===== config.mk =====
export PLATFORM = sky130hd
export DESIGN_NAME = flash_section_write_guard
export DESIGN_NICKNAME = d
export VERILOG_FILES = /design/src/pkg/guard_pkg.sv /design/src/rtl/flash_section_write_guard.sv
export SDC_FILE = /design/constraint.sdc
export NUM_CORES = 1
export LEC_CHECK = 0
export ABC_AREA = 0
export BUFFER_PORTS_ARGS = -buffer_cell sky130_fd_sc_hd__buf_4
export CORE_MARGIN = 3
export CORE_UTILIZATION = 46
export DETAILED_ROUTE_END_ITERATION = 8
export PLACE_DENSITY_LB_ADDON = 0.25
export SLEW_MARGIN = 20
export SYNTH_ARGS = -nofsm -noshare
export SYNTH_HDL_FRONTEND = slang
export SYNTH_SLANG_ARGS = --single-unit

===== constraint.sdc =====
create_clock -name clock -period 3.1 [get_ports clock]
set_input_delay 0.62 -clock clock [delete_from_list [all_inputs] [get_ports clock]]
set_output_delay 0.62 -clock clock [all_outputs]
set_load 0.01 [all_outputs]

===== src/pkg/guard_pkg.sv =====
// constants, types and register map of the flash section write guard
// What this block does
// RULE1 - store-program from application region is ignored, starts nothing
// RULE2 - store-program from boot loader region may target any flash address
// RULE3 - programming read-while-write region: CPU runs, reads only outside it
// RULE4 - programming no-read-while-write region halts CPU for whole operation
// RULE5 - software avoids read-while-write region while programming is ongoing
// RULE6 - boot loader region always lies inside no-read-while-write region
// RULE7 - busy flag reads one while read-while-write region is blocked
// RULE8 - busy flag stays set after programming until software clears it
// RULE9 - writing the re-enable bit clears the busy flag
// RULE10 - boot size fuses set boundary; each region has own lock pair
// RULE11 - lock bits programmed by software, only chip erase unprograms them (reset also reloads them from the lock pins)
// RULE12 - general lock modes never gate store-program or program loads
// RULE13 - application lock mode 1 places no restriction on accesses
// RULE14 - application lock modes 2 and 3 block store-program writes there
// RULE15 - application lock 3 and 4 block boot-run loads from application
// RULE16 - application lock 3/4, vectors in boot: no interrupts in application
// RULE17 - boot lock mode 1 places no restriction on accesses
// RULE18 - boot lock modes 2 and 3 block store-program writes to boot region
// RULE19 - boot lock modes 3 and 4 block application-run loads from boot
// RULE20 - boot lock 3/4, vectors in application: no interrupts in boot region
// RULE21 - fuses and lock bits sampled at reset, changed only by programming
package guard_pkg;

  localparam int          ADDR_W        = 15;
  localparam int          FLASH_WORDS   = 16384;
  // read-while-write region ends below this word address
  localparam logic [14:0] NO_RW_START   = 15'h3800;
  // boot loader start for each boot size fuse code 0..3
  localparam logic [14:0] BOOT_START_0  = 15'h3800;
  localparam logic [14:0] BOOT_START_1  = 15'h3c00;
  localparam logic [14:0] BOOT_START_2  = 15'h3e00;
  localparam logic [14:0] BOOT_START_3  = 15'h3f00;
  localparam logic [1:0]  LOCK_RESET    = 2'h3;
  localparam int          PROG_CYCLES   = 16;

  // register byte addresses on the bus
  localparam logic [3:0]  REG_CTRL      = 4'h0;
  localparam logic [3:0]  REG_LOCK      = 4'h4;
  localparam logic [3:0]  REG_STATUS    = 4'h8;

  // control register bit positions
  localparam int          CTRL_REENABLE = 0;
  localparam int          CTRL_ERASE    = 1;
  localparam int          CTRL_VEC_BOOT = 2;

  // lock register bit positions
  localparam int          LK_APP_LO     = 0;
  localparam int          LK_APP_HI     = 1;
  localparam int          LK_BOOT_LO    = 2;
  localparam int          LK_BOOT_HI    = 3;

  // status register bit positions
  localparam int          ST_BUSY       = 0;
  localparam int          ST_HALT       = 1;
  localparam int          ST_ACTIVE     = 2;
  localparam int          ST_REJECT     = 3;

  typedef struct packed {
    logic              valid;
    logic [ADDR_W-1:0] target;
    logic [ADDR_W-1:0] fetch_pc;
  } store_req_type;

  typedef struct packed {
    logic              valid;
    logic [ADDR_W-1:0] target;
    logic [ADDR_W-1:0] fetch_pc;
  } load_req_type;

  typedef enum logic [1:0] {
    ST_IDLE,
    ST_PROG_RW,
    ST_PROG_NO_RW
  } prog_state_type;

endpackage : guard_pkg


===== src/rtl/flash_section_write_guard.sv =====
// flash section write guard: region decode, lock checks, stall and busy
`timescale 1ns/10ps
`default_nettype none
module flash_section_write_guard
  import guard_pkg::*;
#(
  parameter int prog_cycles = PROG_CYCLES
) (
  // clock and reset
  input  wire logic                clock,
  input  wire logic                sys_rst,
  // fuses and chip erase (pins, synchronised)
  input  wire logic [1:0]          boot_size_fuses,
  input  wire logic [3:0]          lock_fuse_bits,
  input  wire logic                chip_erase,
  // cpu store-program and program-memory load requests
  input  wire store_req_type       store_req,
  input  wire load_req_type        load_req,
  input  wire logic [ADDR_W-1:0]   cpu_pc,
  input  wire logic                cpu_irq_req,
  // cpu controls
  output logic                     cpu_halt,
  output logic                     load_allow,
  output logic                     irq_allow,
  output logic                     prog_start,
  output logic [ADDR_W-1:0]        prog_addr,
  output logic                     prog_erase,
  // avalon-mm slave
  input  wire logic [3:0]          avs_address,
  input  wire logic                avs_read,
  input  wire logic                avs_write,
  input  wire logic [31:0]         avs_writedata,
  output logic [31:0]              avs_readdata,
  output logic                     avs_waitrequest
);

  ////////////////////////////////////////////////////////////////////////////
  function automatic logic in_boot(input logic [ADDR_W-1:0] a,
                                   input logic [ADDR_W-1:0] start);
    return a >= start;
  endfunction : in_boot

  function automatic logic in_rw_region(input logic [ADDR_W-1:0] a);
    return a < NO_RW_START;
  endfunction : in_rw_region

  ////////////////////////////////////////////////////////////////////////////
  // pin synchronisers
  logic [1:0] size_s1_q, size_s2_q;
  logic [3:0] lock_s1_q, lock_s2_q;
  logic       erase_s1_q, erase_s2_q;

  always_ff @(posedge clock) begin
    size_s1_q  <= boot_size_fuses;
    size_s2_q  <= size_s1_q;
    lock_s1_q  <= lock_fuse_bits;
    lock_s2_q  <= lock_s1_q;
    erase_s1_q <= chip_erase;
    erase_s2_q <= erase_s1_q;
  end

  ////////////////////////////////////////////////////////////////////////////
  // fuse capture: taken once after reset so the boundary cannot move
  logic [1:0]        size_q;
  logic [3:0]        lock_q;
  logic              captured_q;
  logic [ADDR_W-1:0] boot_start;
  logic              lock_wr;

  always_ff @(posedge clock) begin
    if (sys_rst) begin
      captured_q <= 1'b0;
    end else begin
      captured_q <= 1'b1;
    end
  end

  always_ff @(posedge clock) begin
    if (sys_rst) begin
      size_q <= 2'h0;
    end else if (!captured_q) begin
      size_q <= size_s2_q; // [RULE21] [RULE10]
    end
  end

  // locks only move toward programmed (0); chip erase or reset returns them
  always_ff @(posedge clock) begin
    if (sys_rst) begin
      lock_q <= {LOCK_RESET, LOCK_RESET};
    end else if (erase_s2_q) begin
      lock_q <= {LOCK_RESET, LOCK_RESET}; // [RULE11]
    end else if (!captured_q) begin
      lock_q <= lock_s2_q; // [RULE21]
    end else if (lock_wr) begin
      lock_q <= lock_q & avs_writedata[3:0]; // [RULE11] [RULE21]
    end
  end

  // every boot start sits at or above the no-rw region start
  always_comb begin
    unique case (size_q)
      2'h0: boot_start = BOOT_START_0; // [RULE6] [RULE10]
      2'h1: boot_start = BOOT_START_1;
      2'h2: boot_start = BOOT_START_2;
      2'h3: boot_start = BOOT_START_3;
    endcase
  end

  ////////////////////////////////////////////////////////////////////////////
  // lock decode; general lock modes are not inputs here at all [RULE12]
  logic app_wr_lock, app_rd_lock, boot_wr_lock, boot_rd_lock;
  logic pc_boot, st_from_boot, st_to_boot, ld_from_boot, ld_to_boot;
  logic store_ok, load_ok, vec_boot_q;
  logic busy_q, ctrl_wr, status_wr;

  assign app_wr_lock  = !lock_q[LK_APP_LO];   // [RULE13] [RULE14]
  assign app_rd_lock  = !lock_q[LK_APP_HI];   // [RULE15]
  assign boot_wr_lock = !lock_q[LK_BOOT_LO];  // [RULE17] [RULE18]
  assign boot_rd_lock = !lock_q[LK_BOOT_HI];  // [RULE19]

  assign st_from_boot = in_boot(store_req.fetch_pc, boot_start);
  assign st_to_boot   = in_boot(store_req.target, boot_start);
  assign ld_from_boot = in_boot(load_req.fetch_pc, boot_start);
  assign ld_to_boot   = in_boot(load_req.target, boot_start);
  assign pc_boot      = in_boot(cpu_pc, boot_start);

  // any target is legal from the boot region, locks permitting
  assign store_ok = st_from_boot // [RULE1] [RULE2]
                    && (st_to_boot ? !boot_wr_lock : !app_wr_lock);

  always_comb begin
    load_ok = 1'b1;
    if (ld_from_boot && !ld_to_boot && app_rd_lock) begin
      load_ok = 1'b0; // [RULE15]
    end else if (!ld_from_boot && ld_to_boot && boot_rd_lock) begin
      load_ok = 1'b0; // [RULE19]
    end
    if (busy_q && in_rw_region(load_req.target)) begin
      load_ok = 1'b0; // [RULE3] [RULE5]
    end
  end

  ////////////////////////////////////////////////////////////////////////////
  // programming sequencer
  prog_state_type state_q;
  logic [15:0]    count_q;
  logic           reject_q, erase_mode_q;
  logic           accept;

  assign accept = store_req.valid && store_ok && state_q == ST_IDLE;

  always_ff @(posedge clock) begin
    if (sys_rst) begin
      state_q <= ST_IDLE;
      count_q <= 16'h0000;
    end else begin
      unique case (state_q)
        ST_IDLE: begin
          if (accept) begin
            count_q <= 16'(prog_cycles - 1);
            state_q <= in_rw_region(store_req.target)
                       ? ST_PROG_RW     // [RULE3]
                       : ST_PROG_NO_RW; // [RULE4]
          end
        end
        ST_PROG_RW, ST_PROG_NO_RW: begin
          if (count_q == 16'h0000) begin
            state_q <= ST_IDLE;
          end else begin
            count_q <= count_q - 16'h0001;
          end
        end
      endcase
    end
  end

  // set wins over the re-enable clear; stays after completion
  always_ff @(posedge clock) begin
    if (sys_rst) begin
      busy_q <= 1'b0;
    end else if (accept && in_rw_region(store_req.target)) begin
      busy_q <= 1'b1; // [RULE7] [RULE8]
    end else if (state_q == ST_IDLE && ctrl_wr
                 && avs_writedata[CTRL_REENABLE]) begin
      busy_q <= 1'b0; // [RULE9] [RULE8]
    end
  end

  always_ff @(posedge clock) begin
    if (sys_rst) begin
      reject_q <= 1'b0;
    end else if (store_req.valid && !store_ok) begin
      reject_q <= 1'b1; // [RULE1]
    end else if (status_wr && avs_writedata[ST_REJECT]) begin
      reject_q <= 1'b0;
    end
  end

  ////////////////////////////////////////////////////////////////////////////
  // cpu-facing outputs, all registered
  always_ff @(posedge clock) begin
    if (sys_rst) begin
      cpu_halt   <= 1'b0;
      prog_start <= 1'b0;
      prog_addr  <= '0;
      prog_erase <= 1'b0;
      load_allow <= 1'b0;
      irq_allow  <= 1'b0;
    end else begin
      cpu_halt   <= (accept && !in_rw_region(store_req.target)) // [RULE4]
                    || (state_q == ST_PROG_NO_RW && count_q != 16'h0000);
      prog_start <= accept; // [RULE1]
      if (accept) begin
        prog_addr  <= store_req.target;
        prog_erase <= erase_mode_q;
      end
      load_allow <= load_req.valid && load_ok;
      // vectors in boot: block in app; vectors in app: block in boot
      irq_allow  <= cpu_irq_req
                    && !(vec_boot_q && !pc_boot && app_rd_lock) // [RULE16]
                    && !(!vec_boot_q && pc_boot && boot_rd_lock); // [RULE20]
    end
  end

  ////////////////////////////////////////////////////////////////////////////
  // avalon-mm slave: one wait cycle, answer on the second
  logic ack_q;
  logic req;

  assign req       = (avs_read || avs_write) && !ack_q;
  assign ctrl_wr   = avs_write && ack_q && avs_address == REG_CTRL;
  assign status_wr = avs_write && ack_q && avs_address == REG_STATUS;
  assign lock_wr   = avs_write && ack_q && avs_address == REG_LOCK
                     && captured_q;

  always_ff @(posedge clock) begin
    if (sys_rst) begin
      ack_q           <= 1'b0;
      avs_waitrequest <= 1'b1;
    end else begin
      ack_q           <= req;
      avs_waitrequest <= !req;
    end
  end

  always_ff @(posedge clock) begin
    if (sys_rst) begin
      vec_boot_q   <= 1'b0;
      erase_mode_q <= 1'b0;
    end else if (ctrl_wr) begin
      vec_boot_q   <= avs_writedata[CTRL_VEC_BOOT];
      erase_mode_q <= avs_writedata[CTRL_ERASE];
    end
  end

  always_ff @(posedge clock) begin
    if (sys_rst) begin
      avs_readdata <= 32'h0000_0000;
    end else if (req && avs_read) begin
      unique case (avs_address)
        REG_CTRL:   avs_readdata <= {29'h0, vec_boot_q, erase_mode_q, 1'b0};
        REG_LOCK:   avs_readdata <= {28'h0, lock_q};
        REG_STATUS: avs_readdata <= {28'h0, reject_q,
                                     state_q != ST_IDLE,
                                     state_q == ST_PROG_NO_RW,
                                     busy_q}; // [RULE7]
        default:    avs_readdata <= 32'h0000_0000;
      endcase
    end
  end

endmodule : flash_section_write_guard
`default_nettype wire


==> impl_metrics.yaml, run 1 <==
status:
  outcome: "finished clean"
timing:
  skew_ns: 0.00623
  worst_pin_slew_ns: 0.592
  hold_viol: 0
  grt_setup_unrepaired: "no"
  setup_ws_ns: 0.436
  drv_slew: 0
  setup_viol: 0
  max-slew-margin-rel: 0.605
  setup_tns_ns: 0
  period_needed_ns: 2.66
  fmax_ghz: 0.375
  holdWs_ns: 0.329
  fin_crit_sh: 0.859
power:
  p_leak_nw: 2.16
  vdd_ir_drop_max_mv: 0.344
  power.density_mw_per_mm2: 584
place:
  dp_hpwl_um: 7150
  numPortBuffers: 121
  pre_cts_ws_ns: 0.296
  gp_congestion: 0.807
route:
  first_pass_iters: 4
  wl_um: 9200
  drc_errors: 0
  routed_via_density: 5.29
  via_count: 3353
  wl_per_cell_um: 14.5
  antenna_left: 0
  drt_iter0_drc: 194
clocking:
  clockBufferDepth: 2
  post_cts_buffers: 0
  cts.sinks: 69
  clkLatencyLatePin_ns: 0.34
  htreeDepth: 3
  ctsHoldBuffers: 0
  numCtsBuffers: 9
  cts-resized-gates: 0
  cts_tree: "done"
  root_buffer: "clkbuf_8"
  cts.clk_slew.worst_paths_ns: 0.08
worst_setup_path:
  crit_buf_inv: 0
  slowest_stage: "a311oi_1"
  worstPathRequired_ns: 3.30
  r2r-start: "size_q[1]"
  endpoint_kind: "register"
  worstSetupPathType: "reg2reg"
  cp_top_family: "compound AO/OA/AOI/OAI gates"
  crit_path_start_kind: "register"
  critPathMaxStageDelay_ns: 0.49
  path_max_fanout: 10
  cp-startpoint: "size_q[1]"
  crit_arrival_ns: 2.86
  path_cells: "and2_1 > ha_1 > nor2b_1 > nand4_1 > a311oi_1 > o21ai_2 > a2111oi_0 > a211oi_1"
cells_and_area:
  regArea_mm2: 0.00138
  layout.nets: 673
  area_growth_syn_to_layout_pct: 31.2
  final_common_cell: "buf_4"
  n_fill_cell: 668
  multi_input_area_mm2: 0.00193
  drive_gt1_frac: 0.293
  antenna_cells: 0
  final_cell_mix: "buf_4 (129), dfxtp_1 (69), nor2_1 (36)"
global_route:
  grt_pass1_wl_um: 15000
  grt-ovfl-total: 0
  antenna_found_initial: 0
  track_usage: 0.208
  first_global_vias: 3317
  grt_max_degree: 53
yosys:
  yosys_register_bits: 69
  syn_area_per_cell_um2: 8.84
  netlist_instances: 406
  syn_area_mm2: 0.00359
  ys_warn_count: 0
  synth_cell_types: 59
  synthArstFlopShare: 0
  synth_edf_count: 0
  synth-seq-area-share: 0.385
  synth_top_flop_cell: "dfxtp_1"
run:
  maxCapViolCount: 0
floorplanning:
  core_area_mm2: 0.00741
  std_cell_rows: 31
  io_pins: 178
  start_util: 0.485
  die_x_um: 94.4
  die-area_mm2: 0.00890
  die_h_um: 94.4
min_path:
  hp-class: "reg2reg"
  hp-start: "lock_s1_q[1]"
[per-layer routing]
layer / routed length (um) / share of wire / vias up / GRT usage
li1: - / - / 1687 / -
met5: 0 / 0 / - / 0
met1: 3850 / 0.42 / 1541 / 0.266
met3: 664 / 0.072 / 12 / 0.0526
met2: 4530 / 0.49 / 113 / 0.340
met4: 155 / 0.017 / 0 / 0.0746
[path summary, 6_finish.rpt]
kind / endpoint / slack (ns) / depth (start not counted)
hold / removal: lock_s2_q[1] / 0.33 / 0
setup / recovery: count_q[2] / 0.44 / 8
setup reg to reg: count_q[2] / 0.44 / 8
hold reg to reg: lock_s2_q[1] / 0.33 / 0
[state kept, by name, indices dropped and copies added (netlist names), 2 cells and up]
name          cells
lock_q            4
lock_s2_q         4
size_s2_q         2
prog_addr        15
size_s1_q         2
size_q            2
avs_readdata      4
state_q           2
count_q          16
lock_s1_q         4
[stage by stage]
step,instances,instance area (um2),power [mW],util
6_report,634,4710,2.75,0.636
5_1_grt,634,4710,2.92,0.636
4_1_cts,634,4710,2.75,0.636
3_5_place_dp,618,4490,1.95,0.606
3_3_place_gp,618,4490,1.93,0.606
2_1_floorplan,433,3690,1.69,-
[synthesized netlist by cell type, drive strengths merged, types with 3 or more instances]
library cell,count,area (um2)
a22oi,6,45.0
a211oi,5,37.5
o21ai,27,139
o41ai,3,26.3
inv,21,78.8
dfxtp,69,1380
nor2b,8,50.1
a311oi,3,32.5
nor4,5,46.3
nand4,5,31.3
nor3,12,60.1
buf,37,273
and2,3,18.8
o2bb2ai,3,26.3
nand2,27,101
clkbuf,6,22.5
nor2,36,135
a31oi,9,56.3
o32ai,4,35.0
a21oi,19,95.1
or4b,4,40.0
o211ai,4,30.0
mux2i,20,200
or3,6,37.5
or4,3,23.8
ha,18,225
nand3,7,35.0
[cell type report]
cell class                 instances  area share
sequential                        69       0.293
multi-input combinational        298       0.410
tap                               99      0.0263
clock buffer                       9      0.0263
clock inverter                     7      0.0207
inverter                          23      0.0183
timing repair buffer             129       0.206
[logic make-up (layout without fill, tap and decap cells)]
kind of cell | count (synthesis) | in the layout | synth area share
fa+ha+maj | 18 | 18 | 0.0627
other cells | 1 | 28 | 0.00104
mux | 20 | 20 | 0.0557
simple gates | 125 | 125 | 0.186
flops | 69 | 69 | 0.385
buf+inv | 66 | 168 | 0.106
compound gates | 107 | 107 | 0.203
[power breakdown]
group,switching (mW),internal (mW)
Combinational,0.546,0.377
Clock,0.352,0.455
Sequential,0.0572,0.964
Power figures use the tool's default switching activity.
==> inputs of run 2 (changes only) <==
--- a/config.mk
+++ b/config.mk
@@ -7,8 +7,10 @@
 export LEC_CHECK = 0
 export ABC_AREA = 0
 export BUFFER_PORTS_ARGS = -buffer_cell sky130_fd_sc_hd__buf_4
+export CELL_PAD_IN_SITES_DETAIL_PLACEMENT = 1
+export CELL_PAD_IN_SITES_GLOBAL_PLACEMENT = 2
 export CORE_MARGIN = 3
-export CORE_UTILIZATION = 46
+export CORE_UTILIZATION = 25
 export DETAILED_ROUTE_END_ITERATION = 8
 export PLACE_DENSITY_LB_ADDON = 0.25
 export SLEW_MARGIN = 20
==> run 2 against run 1 <==
Flip-flop and latch count unchanged. Clock power is 24% higher. Clock skew grew 0.0022 ns. Routed wire length rose by 21%. Hold slack worse by 0.0029 ns. Via count up 2.2%. Cell area up 4.5%. Critical path type unchanged. First-iteration DRC count is 46% lower. Register-to-register slack got worse by 0.03 ns. Sequential power about the same.
==> impl_metrics.yaml, run 2 (synthesis results as in run 1) <==
status:
  outcome: "finished clean"
cells_and_area:
  final_cell_mix: "buf_4 (129), dfxtp_1 (69), nor2_1 (36)"
  antenna_cells: 0
  regMostFlops: "count_q"
  layout.nets: 675
  final_common_cell: "buf_4"
  area_growth_syn_to_layout_pct: 37.0
  drive_gt1_frac: 0.296
  reg_top3: "count_q (16), prog_addr (15)"
  largest_reg_flops: 16
  n_fill_cell: 1668
route:
  antenna_left: 0
  via_count: 3426
  wl_per_cell_um: 15.5
  drt_iter0_drc: 104
  routed_via_density: 4.78
  first_pass_iters: 4
  drc_errors: 0
  wl_um: 11100
place:
  dp_hpwl_um: 8430
  numPortBuffers: 121
  gp_congestion: 0.782
global_route:
  antenna_found_initial: 0
  first_global_vias: 3672
  grt_max_degree: 53
  grt-ovfl-total: 0
  track_usage: 0.144
  grt_pass1_wl_um: 18400
floorplanning:
  io_pins: 178
  die_x_um: 126
  core_area_mm2: 0.0140
  std_cell_rows: 43
  die-area_mm2: 0.0158
  start_util: 0.257
  die_h_um: 126
power:
  power.density_mw_per_mm2: 609
  p_leak_nw: 2.21
  vdd_ir_drop_max_mv: 0.245
timing:
  worst_pin_slew_ns: 0.656
  grt_setup_unrepaired: "no"
  setup_viol: 0
  skew_ns: 0.00838
  period_needed_ns: 2.69
  fmax_ghz: 0.371
  setup_tns_ns: 0
  holdWs_ns: 0.326
  hold_viol: 0
  max-slew-margin-rel: 0.563
  drv_slew: 0
  fin_crit_sh: 0.869
worst_setup_path:
  path_max_fanout: 16
  reg2reg_slack_ns: 0.41
  crit_end: "count_q[2]"
  crit_path_start_kind: "register"
  r2r-start: "size_q[1]"
  rr_worst_depth: 10
  rr_endpoint: "count_q[2]"
  endpoint_kind: "register"
  cp-startpoint: "size_q[1]"
  crit_arrival_ns: 2.90
  path_cells: "nor2_1 > buf_4 > ha_1 > nor4b_2 > nand4_1 > a311oi_2 > o21ai_2 > buf_12 > a2111oi_0 > a211oi_1"
  worstSetupPathType: "reg2reg"
  slowest_stage: "a311oi_2"
  worstPathRequired_ns: 3.30
  critPathMaxStageDelay_ns: 0.44
clocking:
  clockBufferDepth: 2
  post_cts_buffers: 0
  cts.sinks: 69
  cts.clk_slew.worst_paths_ns: 0.07
  htreeDepth: 3
  clkLatencyLatePin_ns: 0.34
  cts-resized-gates: 0
  cts_tree: "done"
  ctsHoldBuffers: 0
  root_buffer: "clkbuf_16"
  numCtsBuffers: 9
run:
  maxCapViolCount: 0
min_path:
  hp-class: "reg2reg"
-- run 2: power by group --
group | internal (mW) | switching, mW | total [mW]
Sequential | 0.965 | 0.0587 | 1.02
Clock | 0.561 | 0.438 | 0.999
Combinational | 0.393 | 0.582 | 0.974
-- run 2: layout make-up --
class                   instances  area (um2)  share of cell area
multi-input cells             298        1930               0.392
flip-flops and latches         69        1380               0.281
well taps                     180         225              0.0458
clock inverters                 7        65.1              0.0132
clock buffers                   9         225              0.0458
repair buffers                131        1010               0.205
inverters                      23        86.3              0.0175
-- run 2: worst min-delay path by stage --
stage,startpoint,end,slack (ns),cells past startpoint
2_1_floorplan,erase_s1_q,erase_s2_q,0.31,0
3_5_place_dp,lock_s1_q[3],lock_s2_q[3],0.31,0
3_3_place_gp,lock_s1_q[2],lock_s2_q[2],0.31,0
5_1_grt,size_s1_q[0],size_s2_q[0],0.34,0
6_report,lock_s1_q[3],lock_s2_q[3],0.33,0
4_1_cts,lock_s1_q[3],lock_s2_q[3],0.33,0
-- run 2: per-stage QoR --
stage / instance area (um2) / power, mW / setup slack [ns] / utilization / cells
floorplan: 3690 / 1.69 / 0.724 / - / 433
global placement: 4630 / 2.01 / 0.224 / 0.331 / 701
detailed placement: 4630 / 2.03 / 0.235 / 0.331 / 701
CTS: 4920 / 3.05 / 0.337 / 0.352 / 717
global route: 4920 / 3.22 / 0.126 / 0.352 / 717
finish: 4920 / 3.00 / 0.406 / 0.352 / 717
-- run 2: metal layers --
| metal | part of all wire | vias up | GRT usage |
|---|---|---|---|
| met1 | 0.45 | 1627 | 0.175 |
| met2 | 0.48 | 94 | 0.241 |
| met3 | 0.052 | 14 | 0.0365 |
| met4 | 0.023 | 0 | 0.0644 |
| met5 | 0 | - | 0 |
| li1 | - | 1691 | - |
-- run 2: critical path, delay by kind of cell, from the launching register on --
kind | cells | cell delay, ns
compound gates | 4 | 1.08
simple gates | 3 | 0.48
flops | 1 | 0.39
buf+inv | 2 | 0.32
fa+ha+maj | 1 | 0.29
